**src/shared/utevr_pkg.sv**
```systemverilog
// Package: register map, field layout and carrier types of the serial port event block
package utevr_pkg;

    // Register byte offsets
    localparam logic [11:0] OFF_START_RX   = 12'h000;
    localparam logic [11:0] OFF_STOP_RX    = 12'h004;
    localparam logic [11:0] OFF_START_TX   = 12'h008;
    localparam logic [11:0] OFF_STOP_TX    = 12'h00c;
    localparam logic [11:0] OFF_SUSPEND    = 12'h01c;
    localparam logic [11:0] OFF_EV_CTS     = 12'h100;
    localparam logic [11:0] OFF_EV_NCTS    = 12'h104;
    localparam logic [11:0] OFF_EV_RXRDY   = 12'h108;
    localparam logic [11:0] OFF_EV_TXRDY   = 12'h11c;
    localparam logic [11:0] OFF_EV_ERROR   = 12'h124;
    localparam logic [11:0] OFF_EV_RXTO    = 12'h144;
    localparam logic [11:0] OFF_LINKS      = 12'h200;
    localparam logic [11:0] OFF_IRQ_SET    = 12'h304;
    localparam logic [11:0] OFF_IRQ_CLR    = 12'h308;

    // Event bit positions, shared by irq enable layout
    localparam int EV_CTS    = 0;
    localparam int EV_NCTS   = 1;
    localparam int EV_RXRDY  = 2;
    localparam int EV_TXRDY  = 3;
    localparam int EV_ERROR  = 4;
    localparam int EV_RXTO   = 5;
    localparam int NUM_EV    = 6;

    // Link bit positions
    localparam int LNK_FLOW_ON_START = 0;
    localparam int LNK_FLOW_OFF_STOP = 1;

    // Reset values
    localparam logic [NUM_EV-1:0] EVENTS_RST = 6'h00;
    localparam logic [1:0]        LINKS_RST  = 2'h0;
    localparam logic [NUM_EV-1:0] IRQEN_RST  = 6'h00;

    // AXI responses
    localparam logic [1:0] RESP_OKAY   = 2'h0;
    localparam logic [1:0] RESP_SLVERR = 2'h2;

    // Task strobes toward the serial engine
    typedef struct packed {
        logic receive_start_task;
        logic receive_stop_task;
        logic tx_start_task;
        logic tx_stop_trigger;
        logic suspend_trigger;
    } utevr_tasks_t;

    // Event pulses from the serial engine
    typedef struct packed {
        logic rx_ready;
        logic tx_ready;
        logic line_error;
        logic rx_timeout;
    } utevr_engine_ev_t;

endpackage

```
**src/hdl/utevr_cts_sync.sv**
```systemverilog
// Clear-to-send pin synchroniser and edge detector
`timescale 1ns/100ps
`default_nettype none

module utevr_cts_sync (
    input  wire logic aclk,
    input  wire logic aresetn,
    input  wire logic ce,
    input  wire logic cts_n_pin,
    output logic      fell,
    output logic      rose
);

    // Pin state held in one struct; idle line is high (not clear)
    typedef struct packed {
        logic meta;
        logic sync;
        logic last;
    } utevr_cts_state_t;

    utevr_cts_state_t s_q;
    utevr_cts_state_t s_d;

    // Next state; only sync feeds the comparison, never meta
    always_comb begin
        s_d      = s_q;
        s_d.meta = cts_n_pin;
        s_d.sync = s_q.meta;
        s_d.last = s_q.sync;
    end

    always_ff @(posedge aclk) begin
        if (!aresetn) begin
            s_q <= 3'h7;
        end else if (ce) begin
            s_q <= s_d;
        end
    end

    // One-cycle edge pulses, gated so a frozen block sees none
    assign fell = ce & s_q.last & ~s_q.sync;
    assign rose = ce & ~s_q.last & s_q.sync;

endmodule

`default_nettype wire

```
**src/hdl/utevr_regs.sv**
```systemverilog
// Serial port task, event, shortcut and interrupt register block with AXI4-Lite slave
// Summary of operation
// - Clear-to-send pin falling low sets the flow-on event register to one.
// - Clear-to-send pin rising high sets the flow-off event register to one.
// - Received character sets rx ready event; character shifted out sets tx ready.
// - Shortcut register links events to tasks; zero disables, all disabled at reset.
// - Enabled link starts reception automatically on the flow-on event.
// - Enabled link stops reception automatically on the flow-off event.
// - Writing one to irq enable set enables that event; zero leaves it; reads state.
//
// Chosen here: register access over AXI4-Lite.
`timescale 1ns/100ps
`default_nettype none

module utevr_regs (
    input  wire logic                      aclk,
    input  wire logic                      aresetn,
    input  wire logic                      ce,
    // AXI4-Lite slave
    input  wire logic [11:0]               s_axi_awaddr,
    input  wire logic                      s_axi_awvalid,
    output logic                           s_axi_awready,
    input  wire logic [31:0]               s_axi_wdata,
    input  wire logic [3:0]                s_axi_wstrb,
    input  wire logic                      s_axi_wvalid,
    output logic                           s_axi_wready,
    output logic [1:0]                     s_axi_bresp,
    output logic                           s_axi_bvalid,
    input  wire logic                      s_axi_bready,
    input  wire logic [11:0]               s_axi_araddr,
    input  wire logic                      s_axi_arvalid,
    output logic                           s_axi_arready,
    output logic [31:0]                    s_axi_rdata,
    output logic [1:0]                     s_axi_rresp,
    output logic                           s_axi_rvalid,
    input  wire logic                      s_axi_rready,
    // Line and serial engine
    input  wire logic                      cts_n_pin,
    input  wire utevr_pkg::utevr_engine_ev_t engine_ev,
    output utevr_pkg::utevr_tasks_t        tasks,
    output logic                           irq
);

    localparam int NE = utevr_pkg::NUM_EV;

    // Whole register state of the block
    typedef struct packed {
        logic [NE-1:0]  events;
        logic [1:0]     links;
        logic [NE-1:0]  irq_en;
        logic           aw_full;
        logic [11:0]    aw_addr;
        logic           w_full;
        logic [31:0]    w_data;
        logic [3:0]     w_strb;
        logic           bvalid;
        logic [1:0]     bresp;
        logic           rvalid;
        logic [31:0]    rdata;
        logic [1:0]     rresp;
        utevr_pkg::utevr_tasks_t tasks;
        logic           irq;
    } utevr_state_t;

    utevr_state_t s_q;
    utevr_state_t s_d;

    logic cts_fell;
    logic cts_rose;

    // Pin passes two flops before the edge detect
    utevr_cts_sync u_cts (
        .aclk      (aclk),
        .aresetn   (aresetn),
        .ce        (ce),
        .cts_n_pin (cts_n_pin),
        .fell      (cts_fell),
        .rose      (cts_rose)
    );

    // Map an offset to its event bit, or none
    function automatic logic [NE-1:0] ev_sel(input logic [11:0] a);
        logic [NE-1:0] r;
        r = '0;
        unique case (a)
            utevr_pkg::OFF_EV_CTS:   r[utevr_pkg::EV_CTS]   = 1'b1;
            utevr_pkg::OFF_EV_NCTS:  r[utevr_pkg::EV_NCTS]  = 1'b1;
            utevr_pkg::OFF_EV_RXRDY: r[utevr_pkg::EV_RXRDY] = 1'b1;
            utevr_pkg::OFF_EV_TXRDY: r[utevr_pkg::EV_TXRDY] = 1'b1;
            utevr_pkg::OFF_EV_ERROR: r[utevr_pkg::EV_ERROR] = 1'b1;
            utevr_pkg::OFF_EV_RXTO:  r[utevr_pkg::EV_RXTO]  = 1'b1;
            default:                 r = '0;
        endcase
        return r;
    endfunction

    // Whether an offset is a mapped register at all
    function automatic logic is_mapped(input logic [11:0] a);
        logic m;
        m = (ev_sel(a) != '0);
        unique case (a)
            utevr_pkg::OFF_START_RX, utevr_pkg::OFF_STOP_RX, utevr_pkg::OFF_START_TX,
            utevr_pkg::OFF_STOP_TX, utevr_pkg::OFF_SUSPEND, utevr_pkg::OFF_LINKS,
            utevr_pkg::OFF_IRQ_SET, utevr_pkg::OFF_IRQ_CLR: m = 1'b1;
            default: m = m;
        endcase
        return m;
    endfunction

    logic           wr_go;
    logic           rd_go;
    logic [NE-1:0]  hw_set;
    logic [NE-1:0]  wsel;
    logic           wbit;
    logic [NE-1:0]  ev_after;
    logic [NE-1:0]  rsel;
    logic [31:0]    rd_val;

    // Handshake readies: one write and one read in flight
    assign s_axi_awready = ce & ~s_q.aw_full & ~s_q.bvalid;
    assign s_axi_wready  = ce & ~s_q.w_full & ~s_q.bvalid;
    assign s_axi_arready = ce & ~s_q.rvalid;

    // Register outputs
    assign s_axi_bvalid = s_q.bvalid;
    assign s_axi_bresp  = s_q.bresp;
    assign s_axi_rvalid = s_q.rvalid;
    assign s_axi_rdata  = s_q.rdata;
    assign s_axi_rresp  = s_q.rresp;
    assign tasks        = s_q.tasks;
    assign irq          = s_q.irq;

    // Hardware event sources
    always_comb begin
        hw_set                        = '0;
        hw_set[utevr_pkg::EV_CTS]     = cts_fell;
        hw_set[utevr_pkg::EV_NCTS]    = cts_rose;
        hw_set[utevr_pkg::EV_RXRDY]   = engine_ev.rx_ready;
        hw_set[utevr_pkg::EV_TXRDY]   = engine_ev.tx_ready;
        hw_set[utevr_pkg::EV_ERROR]   = engine_ev.line_error;
        hw_set[utevr_pkg::EV_RXTO]    = engine_ev.rx_timeout;
    end

    // Read mux; write-only triggers read as zero
    always_comb begin
        rsel   = ev_sel(s_axi_araddr);
        rd_val = 32'h0000_0000;
        if (rsel != '0) begin
            rd_val[0] = |(s_q.events & rsel);
        end else if (s_axi_araddr == utevr_pkg::OFF_LINKS) begin
            rd_val[1:0] = s_q.links;
        end else if (s_axi_araddr == utevr_pkg::OFF_IRQ_SET || s_axi_araddr == utevr_pkg::OFF_IRQ_CLR) begin
            rd_val[NE-1:0] = s_q.irq_en;
        end
    end

    // Next-state logic for bus, registers and task strobes
    always_comb begin
        s_d = s_q;
        s_d.tasks = '0;

        // Capture address and data independently, either order
        if (s_axi_awvalid && s_axi_awready) begin
            s_d.aw_full = 1'b1;
            s_d.aw_addr = s_axi_awaddr;
        end
        if (s_axi_wvalid && s_axi_wready) begin
            s_d.w_full = 1'b1;
            s_d.w_data = s_axi_wdata;
            s_d.w_strb = s_axi_wstrb;
        end

        wr_go = s_q.aw_full & s_q.w_full;
        wsel  = ev_sel(s_q.aw_addr);
        wbit  = s_q.w_data[0] & s_q.w_strb[0];
        ev_after = s_q.events;

        // Software write; byte lane 0 carries every field here
        if (wr_go) begin
            s_d.aw_full = 1'b0;
            s_d.w_full  = 1'b0;
            s_d.bvalid  = 1'b1;
            s_d.bresp   = is_mapped(s_q.aw_addr) ? utevr_pkg::RESP_OKAY : utevr_pkg::RESP_SLVERR;
            if (s_q.w_strb[0]) begin
                // Writing zero clears an event; writing one also stores it
                for (int i = 0; i < NE; i++) begin
                    if (wsel[i]) begin
                        ev_after[i] = wbit;
                    end
                end
                unique case (s_q.aw_addr)
                    utevr_pkg::OFF_START_RX: s_d.tasks.receive_start_task = s_q.w_data[0];
                    utevr_pkg::OFF_STOP_RX:  s_d.tasks.receive_stop_task  = s_q.w_data[0];
                    utevr_pkg::OFF_START_TX: s_d.tasks.tx_start_task      = s_q.w_data[0];
                    utevr_pkg::OFF_STOP_TX:  s_d.tasks.tx_stop_trigger    = s_q.w_data[0];
                    utevr_pkg::OFF_SUSPEND:  s_d.tasks.suspend_trigger    = s_q.w_data[0];
                    utevr_pkg::OFF_LINKS:    s_d.links = s_q.w_data[1:0];
                    utevr_pkg::OFF_IRQ_SET:  s_d.irq_en = s_q.irq_en | s_q.w_data[NE-1:0];
                    utevr_pkg::OFF_IRQ_CLR:  s_d.irq_en = s_q.irq_en & ~s_q.w_data[NE-1:0];
                    default: ;
                endcase
            end
        end

        // Hardware set wins over a software clear in the same cycle
        s_d.events = ev_after | hw_set;

        // Shortcuts fire tasks on the event pulse itself, no software in the loop
        if (s_q.links[utevr_pkg::LNK_FLOW_ON_START] && cts_fell) begin
            s_d.tasks.receive_start_task = 1'b1;
        end
        if (s_q.links[utevr_pkg::LNK_FLOW_OFF_STOP] && cts_rose) begin
            s_d.tasks.receive_stop_task = 1'b1;
        end

        // Write response
        if (s_q.bvalid && s_axi_bready) begin
            s_d.bvalid = 1'b0;
        end

        // Read: answer one cycle after the address is taken
        rd_go = s_axi_arvalid & s_axi_arready;
        if (rd_go) begin
            s_d.rvalid = 1'b1;
            s_d.rdata  = rd_val;
            s_d.rresp  = is_mapped(s_axi_araddr) ? utevr_pkg::RESP_OKAY : utevr_pkg::RESP_SLVERR;
        end else if (s_q.rvalid && s_axi_rready) begin
            s_d.rvalid = 1'b0;
        end

        // Level interrupt from registered events and enables
        s_d.irq = |(s_d.events & s_d.irq_en);
    end

    // Single state register; clock enable freezes everything
    always_ff @(posedge aclk) begin
        if (!aresetn) begin
            s_q        <= '0;
            s_q.events <= utevr_pkg::EVENTS_RST;
            s_q.links  <= utevr_pkg::LINKS_RST;
            s_q.irq_en <= utevr_pkg::IRQEN_RST;
        end else if (ce) begin
            s_q <= s_d;
        end
    end

endmodule

`default_nettype wire

```
**config.mk**
```make
export PLATFORM = sky130hd
export DESIGN_NAME = utevr_regs
export DESIGN_NICKNAME = d
export VERILOG_FILES = /design/src/shared/utevr_pkg.sv /design/src/hdl/utevr_cts_sync.sv /design/src/hdl/utevr_regs.sv
export SDC_FILE = /design/constraint.sdc
export NUM_CORES = 1
export LEC_CHECK = 0
export BUFFER_PORTS_ARGS = -buffer_cell sky130_fd_sc_hd__buf_2
export CAP_MARGIN = 5
export CORE_ASPECT_RATIO = 1.75
export CORE_MARGIN = 2
export CORE_UTILIZATION = 35
export CTS_CLUSTER_DIAMETER = 120
export CTS_CLUSTER_SIZE = 25
export DETAILED_ROUTE_END_ITERATION = 8
export HOLD_SLACK_MARGIN = 0.02
export PLACE_DENSITY_LB_ADDON = 0.1
export SLEW_MARGIN = 20
export SYNTH_ARGS = -nofsm -noshare
export SYNTH_HDL_FRONTEND = slang
export SYNTH_SLANG_ARGS = --single-unit
```
**constraint.sdc**
```tcl
create_clock -name aclk -period 2.6 [get_ports aclk]
set_clock_uncertainty 0.05 [all_clocks]
set_input_delay 0.13 -clock aclk [delete_from_list [all_inputs] [get_ports aclk]]
set_output_delay 0.13 -clock aclk [all_outputs]
set_load 0.01 [all_outputs]
```
==> impl_metrics.json <==
{
  "grt_setup_unrepaired": "false",
  "synth-main-ff-cell": "sky130_fd_sc_hd__dfxtp_1",
  "rr_worst_depth": 7,
  "final-seq-area_mm2": 0.001081,
  "synth_warnings": 0,
  "worst_hold_path.num_cells": 3,
  "design_power_total_mw": 1.898,
  "htree_num_levels": 2,
  "critPathMaxFanout": 9,
  "synth.area.mux_share_pct": 5.395,
  "detailedRoute.firstPassIterationCount": 4,
  "fin_setup_tns_ps": 0,
  "r2r-end": "irq$_SDFFE_PN0P_",
  "die_w_um": 75.76,
  "placeableCoreArea_mm2": 0.008727,
  "seq_area_frac_synth_pct": 34.27,
  "initial_core_util_pct": 36.14,
  "cts.path.max_buffers": 2,
  "fin_worst_hold_slack_ps": 30.70,
  "yosysUniqueCellTypes": 52,
  "end_kind": "register",
  "synth_top_family_by_area": "simple AND/OR/NAND/NOR gates",
  "max_slew_margin_pct": 45.96,
  "report.final.setup_viol": 0,
  "postCtsSetupRepairBufs": 0,
  "synthesis.instances": 391,
  "fmaxAchievable_ghz": 0.4402,
  "area_growth_syn_to_layout_pct": 13.65,
  "worst_ep_required_time_ps": 2730,
  "routedLengthMet1_um": 3254,
  "route.detailed.wl_per_inst_um": 14.43,
  "final_net_count": 514,
  "power_density_over_cell_area_mw_per_mm2": 529.5,
  "synth_fa_ha_area_share_pct": 0,
  "core.rowCount": 45,
  "power.leakage_nw": 1.407,
  "cts_tree": "yes",
  "outcome": "finished clean",
  "final.period_utilization_pct": 87.36,
  "post_synth.cell_area_avg_um2": 8.067,
  "wl_met3_um": 339,
  "antenna_found_initial": 0,
  "synth_enable_flop_cells": 0,
  "synthSimpleGateAreaFrac_pct": 28.60,
  "worstHoldStart": "s_axi_awaddr[8]",
  "postLayoutSetupSlackWorst_ps": 328.5,
  "setup.reg_to_reg.worst_slack_ps": 330,
  "vias_in_the_first_global_route": 2660,
  "postCtsHoldBufs": 1,
  "num_io_pins": 120,
  "worst_hold_path_type": "in -> reg",
  "max_cap_violations": 0,
  "filler_cell_count": 949,
  "route.top_layer_used": "met4",
  "post-dp-hpwl_um": 6093,
  "clk_latency_ps": 290,
  "synth.cell_area_mm2": 0.003154,
  "ctsResizeCount": 0,
  "tritoncts.num_buffers": 5,
  "timing_hold_violations_final": 0,
  "die_height_um": 129.6,
  "remaining_drc_errors": 0,
  "complex_gate_fraction_of_the_synthesized_area_pct": 18.76,
  "period_needed_ps": 2271,
  "number_of_flip_flops_and_latches_in_the_synthesized_netlist": 54,
  "grt_first_pass_wirelength_um": 13030,
  "grtUsageTotal_pct": 17.44,
  "cts_root_buf": "sky130_fd_sc_hd__clkbuf_16",
  "area_of_the_multi_input_gates_mm2": 0.001769,
  "worst_setup_path_start_kind": "register",
  "dp_slack_ps": 215.9,
  "clock_sink_count": 54,
  "totalWireLength_um": 8068,
  "worst_r2r_startpoint": "s_q[84]$_SDFFE_PN0P_",
  "report.final.slew_viol_count": 0,
  "num_vias": 2817,
  "yosys.area_share.xor_xnor_pct": 0,
  "timing_worst_slew_pin_value_ps": 810.5,
  "insertedDiodeCount": 0,
  "synth_async_sr_flop_share_pct": 0,
  "worst_hold_end": "s_q[89]$_SDFFE_PN0P_",
  "final_layout_size_suffix_gt1_share_pct": 19.00,
  "timing_worst_setup_path_type": "reg -> reg",
  "vdd_ir_drop_max_v": 0.0003146,
  "cp_data_arrival_time_ps": 2410,
  "viasPerCell": 5.039,
  "die_outline_area_mm2": 0.009817,
  "gpl.final_weighted_congestion": 0.8472,
  "clkSlewWorstSetupHoldPaths_ps": 70,
  "final_antenna_net_count": 0,
  "met2_length_um": 4230,
  "numPortBuffers": 62,
  "grt_max_degree": 54,
  "detail_route.iter0.violations": 128,
  "final_core_utilization_pct": 41.08,
  "grt_remaining_overflow": 0
}
-- worst max-delay path: stages (launching register included) --
cell                      delay (ps)
sky130_fd_sc_hd__dfxtp_1         440
sky130_fd_sc_hd__or4b_1          570
sky130_fd_sc_hd__nor4_4          350
sky130_fd_sc_hd__buf_4           220
sky130_fd_sc_hd__nand2_1          60
sky130_fd_sc_hd__a22oi_1         230
sky130_fd_sc_hd__o22a_1          170
sky130_fd_sc_hd__a31oi_1          70
-- logic make-up (layout without fill, tap and decap cells) --
family,after synthesis,count (layout)
compound gates,82,82
mux,17,17
buf+inv,65,89
other cells,1,28
flops,54,54
simple gates,172,172
-- metrics by stage --
step                instance area (um2)  cells
finish                             3585    559
global route                       3585    559
CTS                                3585    559
detailed placement                 3412    550
global placement                   3412    550
floorplan                          3256    418
-- layout by cell type, fill, tap and decap left out, types with 3 or more instances in the layout --
cell / netlist / final
sky130_fd_sc_hd__a22o_1: 4 / 4
sky130_fd_sc_hd__nor4b_1: 3 / 3
sky130_fd_sc_hd__buf_4: 41 / 10
sky130_fd_sc_hd__mux2i_1: 17 / 17
sky130_fd_sc_hd__o21a_1: 4 / 4
sky130_fd_sc_hd__a22oi_1: 10 / 10
sky130_fd_sc_hd__nor2b_1: 25 / 25
sky130_fd_sc_hd__nand3_1: 16 / 16
sky130_fd_sc_hd__a21oi_1: 12 / 12
sky130_fd_sc_hd__and2_1: 5 / 5
sky130_fd_sc_hd__inv_1: 7 / 7
sky130_fd_sc_hd__nor4_1: 4 / 4
sky130_fd_sc_hd__o21ai_0: 10 / 10
sky130_fd_sc_hd__or4_1: 3 / 3
sky130_fd_sc_hd__nor2_1: 27 / 27
sky130_fd_sc_hd__conb_1: 1 / 28
sky130_fd_sc_hd__nor3b_1: 3 / 3
sky130_fd_sc_hd__dfxtp_1: 54 / 54
sky130_fd_sc_hd__nand2_1: 56 / 56
sky130_fd_sc_hd__nand2b_1: 6 / 6
sky130_fd_sc_hd__buf_2: 0 / 62
sky130_fd_sc_hd__clkbuf_16: 0 / 5
sky130_fd_sc_hd__nand4_1: 5 / 5
sky130_fd_sc_hd__a21boi_0: 20 / 20
sky130_fd_sc_hd__nor3_1: 6 / 6
sky130_fd_sc_hd__a32oi_1: 5 / 5
-- registers in the layout, indices dropped and copies added, names as in the netlist --
name / flops
s_q: 35
s_axi_rdata: 6
tasks: 5
u_cts.s_d: 2
irq: 1
s_axi_bresp: 1
s_axi_bvalid: 1
s_axi_rresp: 1
s_axi_rvalid: 1
u_cts.s_q: 1
-- per-layer routing --
layer / vias to the layer above / track usage, %
met5: - / 0
met4: 0 / 8.462
met3: 15 / 2.722
met2: 89 / 30.53
met1: 1305 / 19.81
li1: 1408 / -
-- area by class of cell --
type	instances	area share, %
Inverter	8	0.8377
Clock inverter	1	0.8377
Multi-Input combinational cell	299	49.35
Clock buffer	7	3.700
Tap cell	117	4.084
Sequential cell	54	30.16
Timing Repair Buffer	73	11.03
-- worst max-delay path by stage --
stage / start / end / slack, ps / cells past startpoint
global route: s_q[84]$_SDFFE_PN0P_ / irq$_SDFFE_PN0P_ / 180 / 7
finish: s_q[84]$_SDFFE_PN0P_ / irq$_SDFFE_PN0P_ / 330 / 7
detailed placement: s_axi_araddr[7] / s_axi_rdata[3]$_SDFFE_PN0P_ / 220 / 7
global placement: s_axi_araddr[7] / s_axi_rdata[4]$_SDFFE_PN0P_ / 220 / 7
floorplan: s_q[85]$_SDFFE_PN0P_ / irq$_SDFFE_PN0P_ / 340 / 7
CTS: s_q[84]$_SDFFE_PN0P_ / irq$_SDFFE_PN0P_ / 320 / 7
-- cell usage after synthesis (all sizes together), types with 2 or more instances --
cell,instances,area (um2)
or3,3,23.77
or4,4,33.78
nor3,6,30.03
a21boi,20,150.1
nor3b,3,22.52
nor2,27,101.4
inv,7,26.28
a22o,4,35.03
a21o,2,15.01
a221o,2,20.02
nand2b,6,37.54
nand4,5,31.28
clkbuf,14,52.55
o22ai,2,12.51
a31oi,2,12.51
a21oi,12,60.06
a32oi,5,43.79
nand3,16,80.08
nor4b,3,26.28
nor4,6,58.80
o21ai,10,50.05
dfxtp,54,1081
nand2,57,216.5
or4b,2,20.02
o21a,4,30.03
and2,5,31.28
nor2b,25,156.4
buf,43,322.8
a22oi,10,75.07
mux2i,17,170.2
-- power by group --
group | internal, mW | total (mW) | switching (mW)
Sequential | 0.857 | 0.890 | 0.0328
Combinational | 0.105 | 0.254 | 0.149
Clock | 0.456 | 0.754 | 0.298
Total | 1.42 | 1.90 | 0.480
No activity file was read; power rests on OpenSTA's default activity.
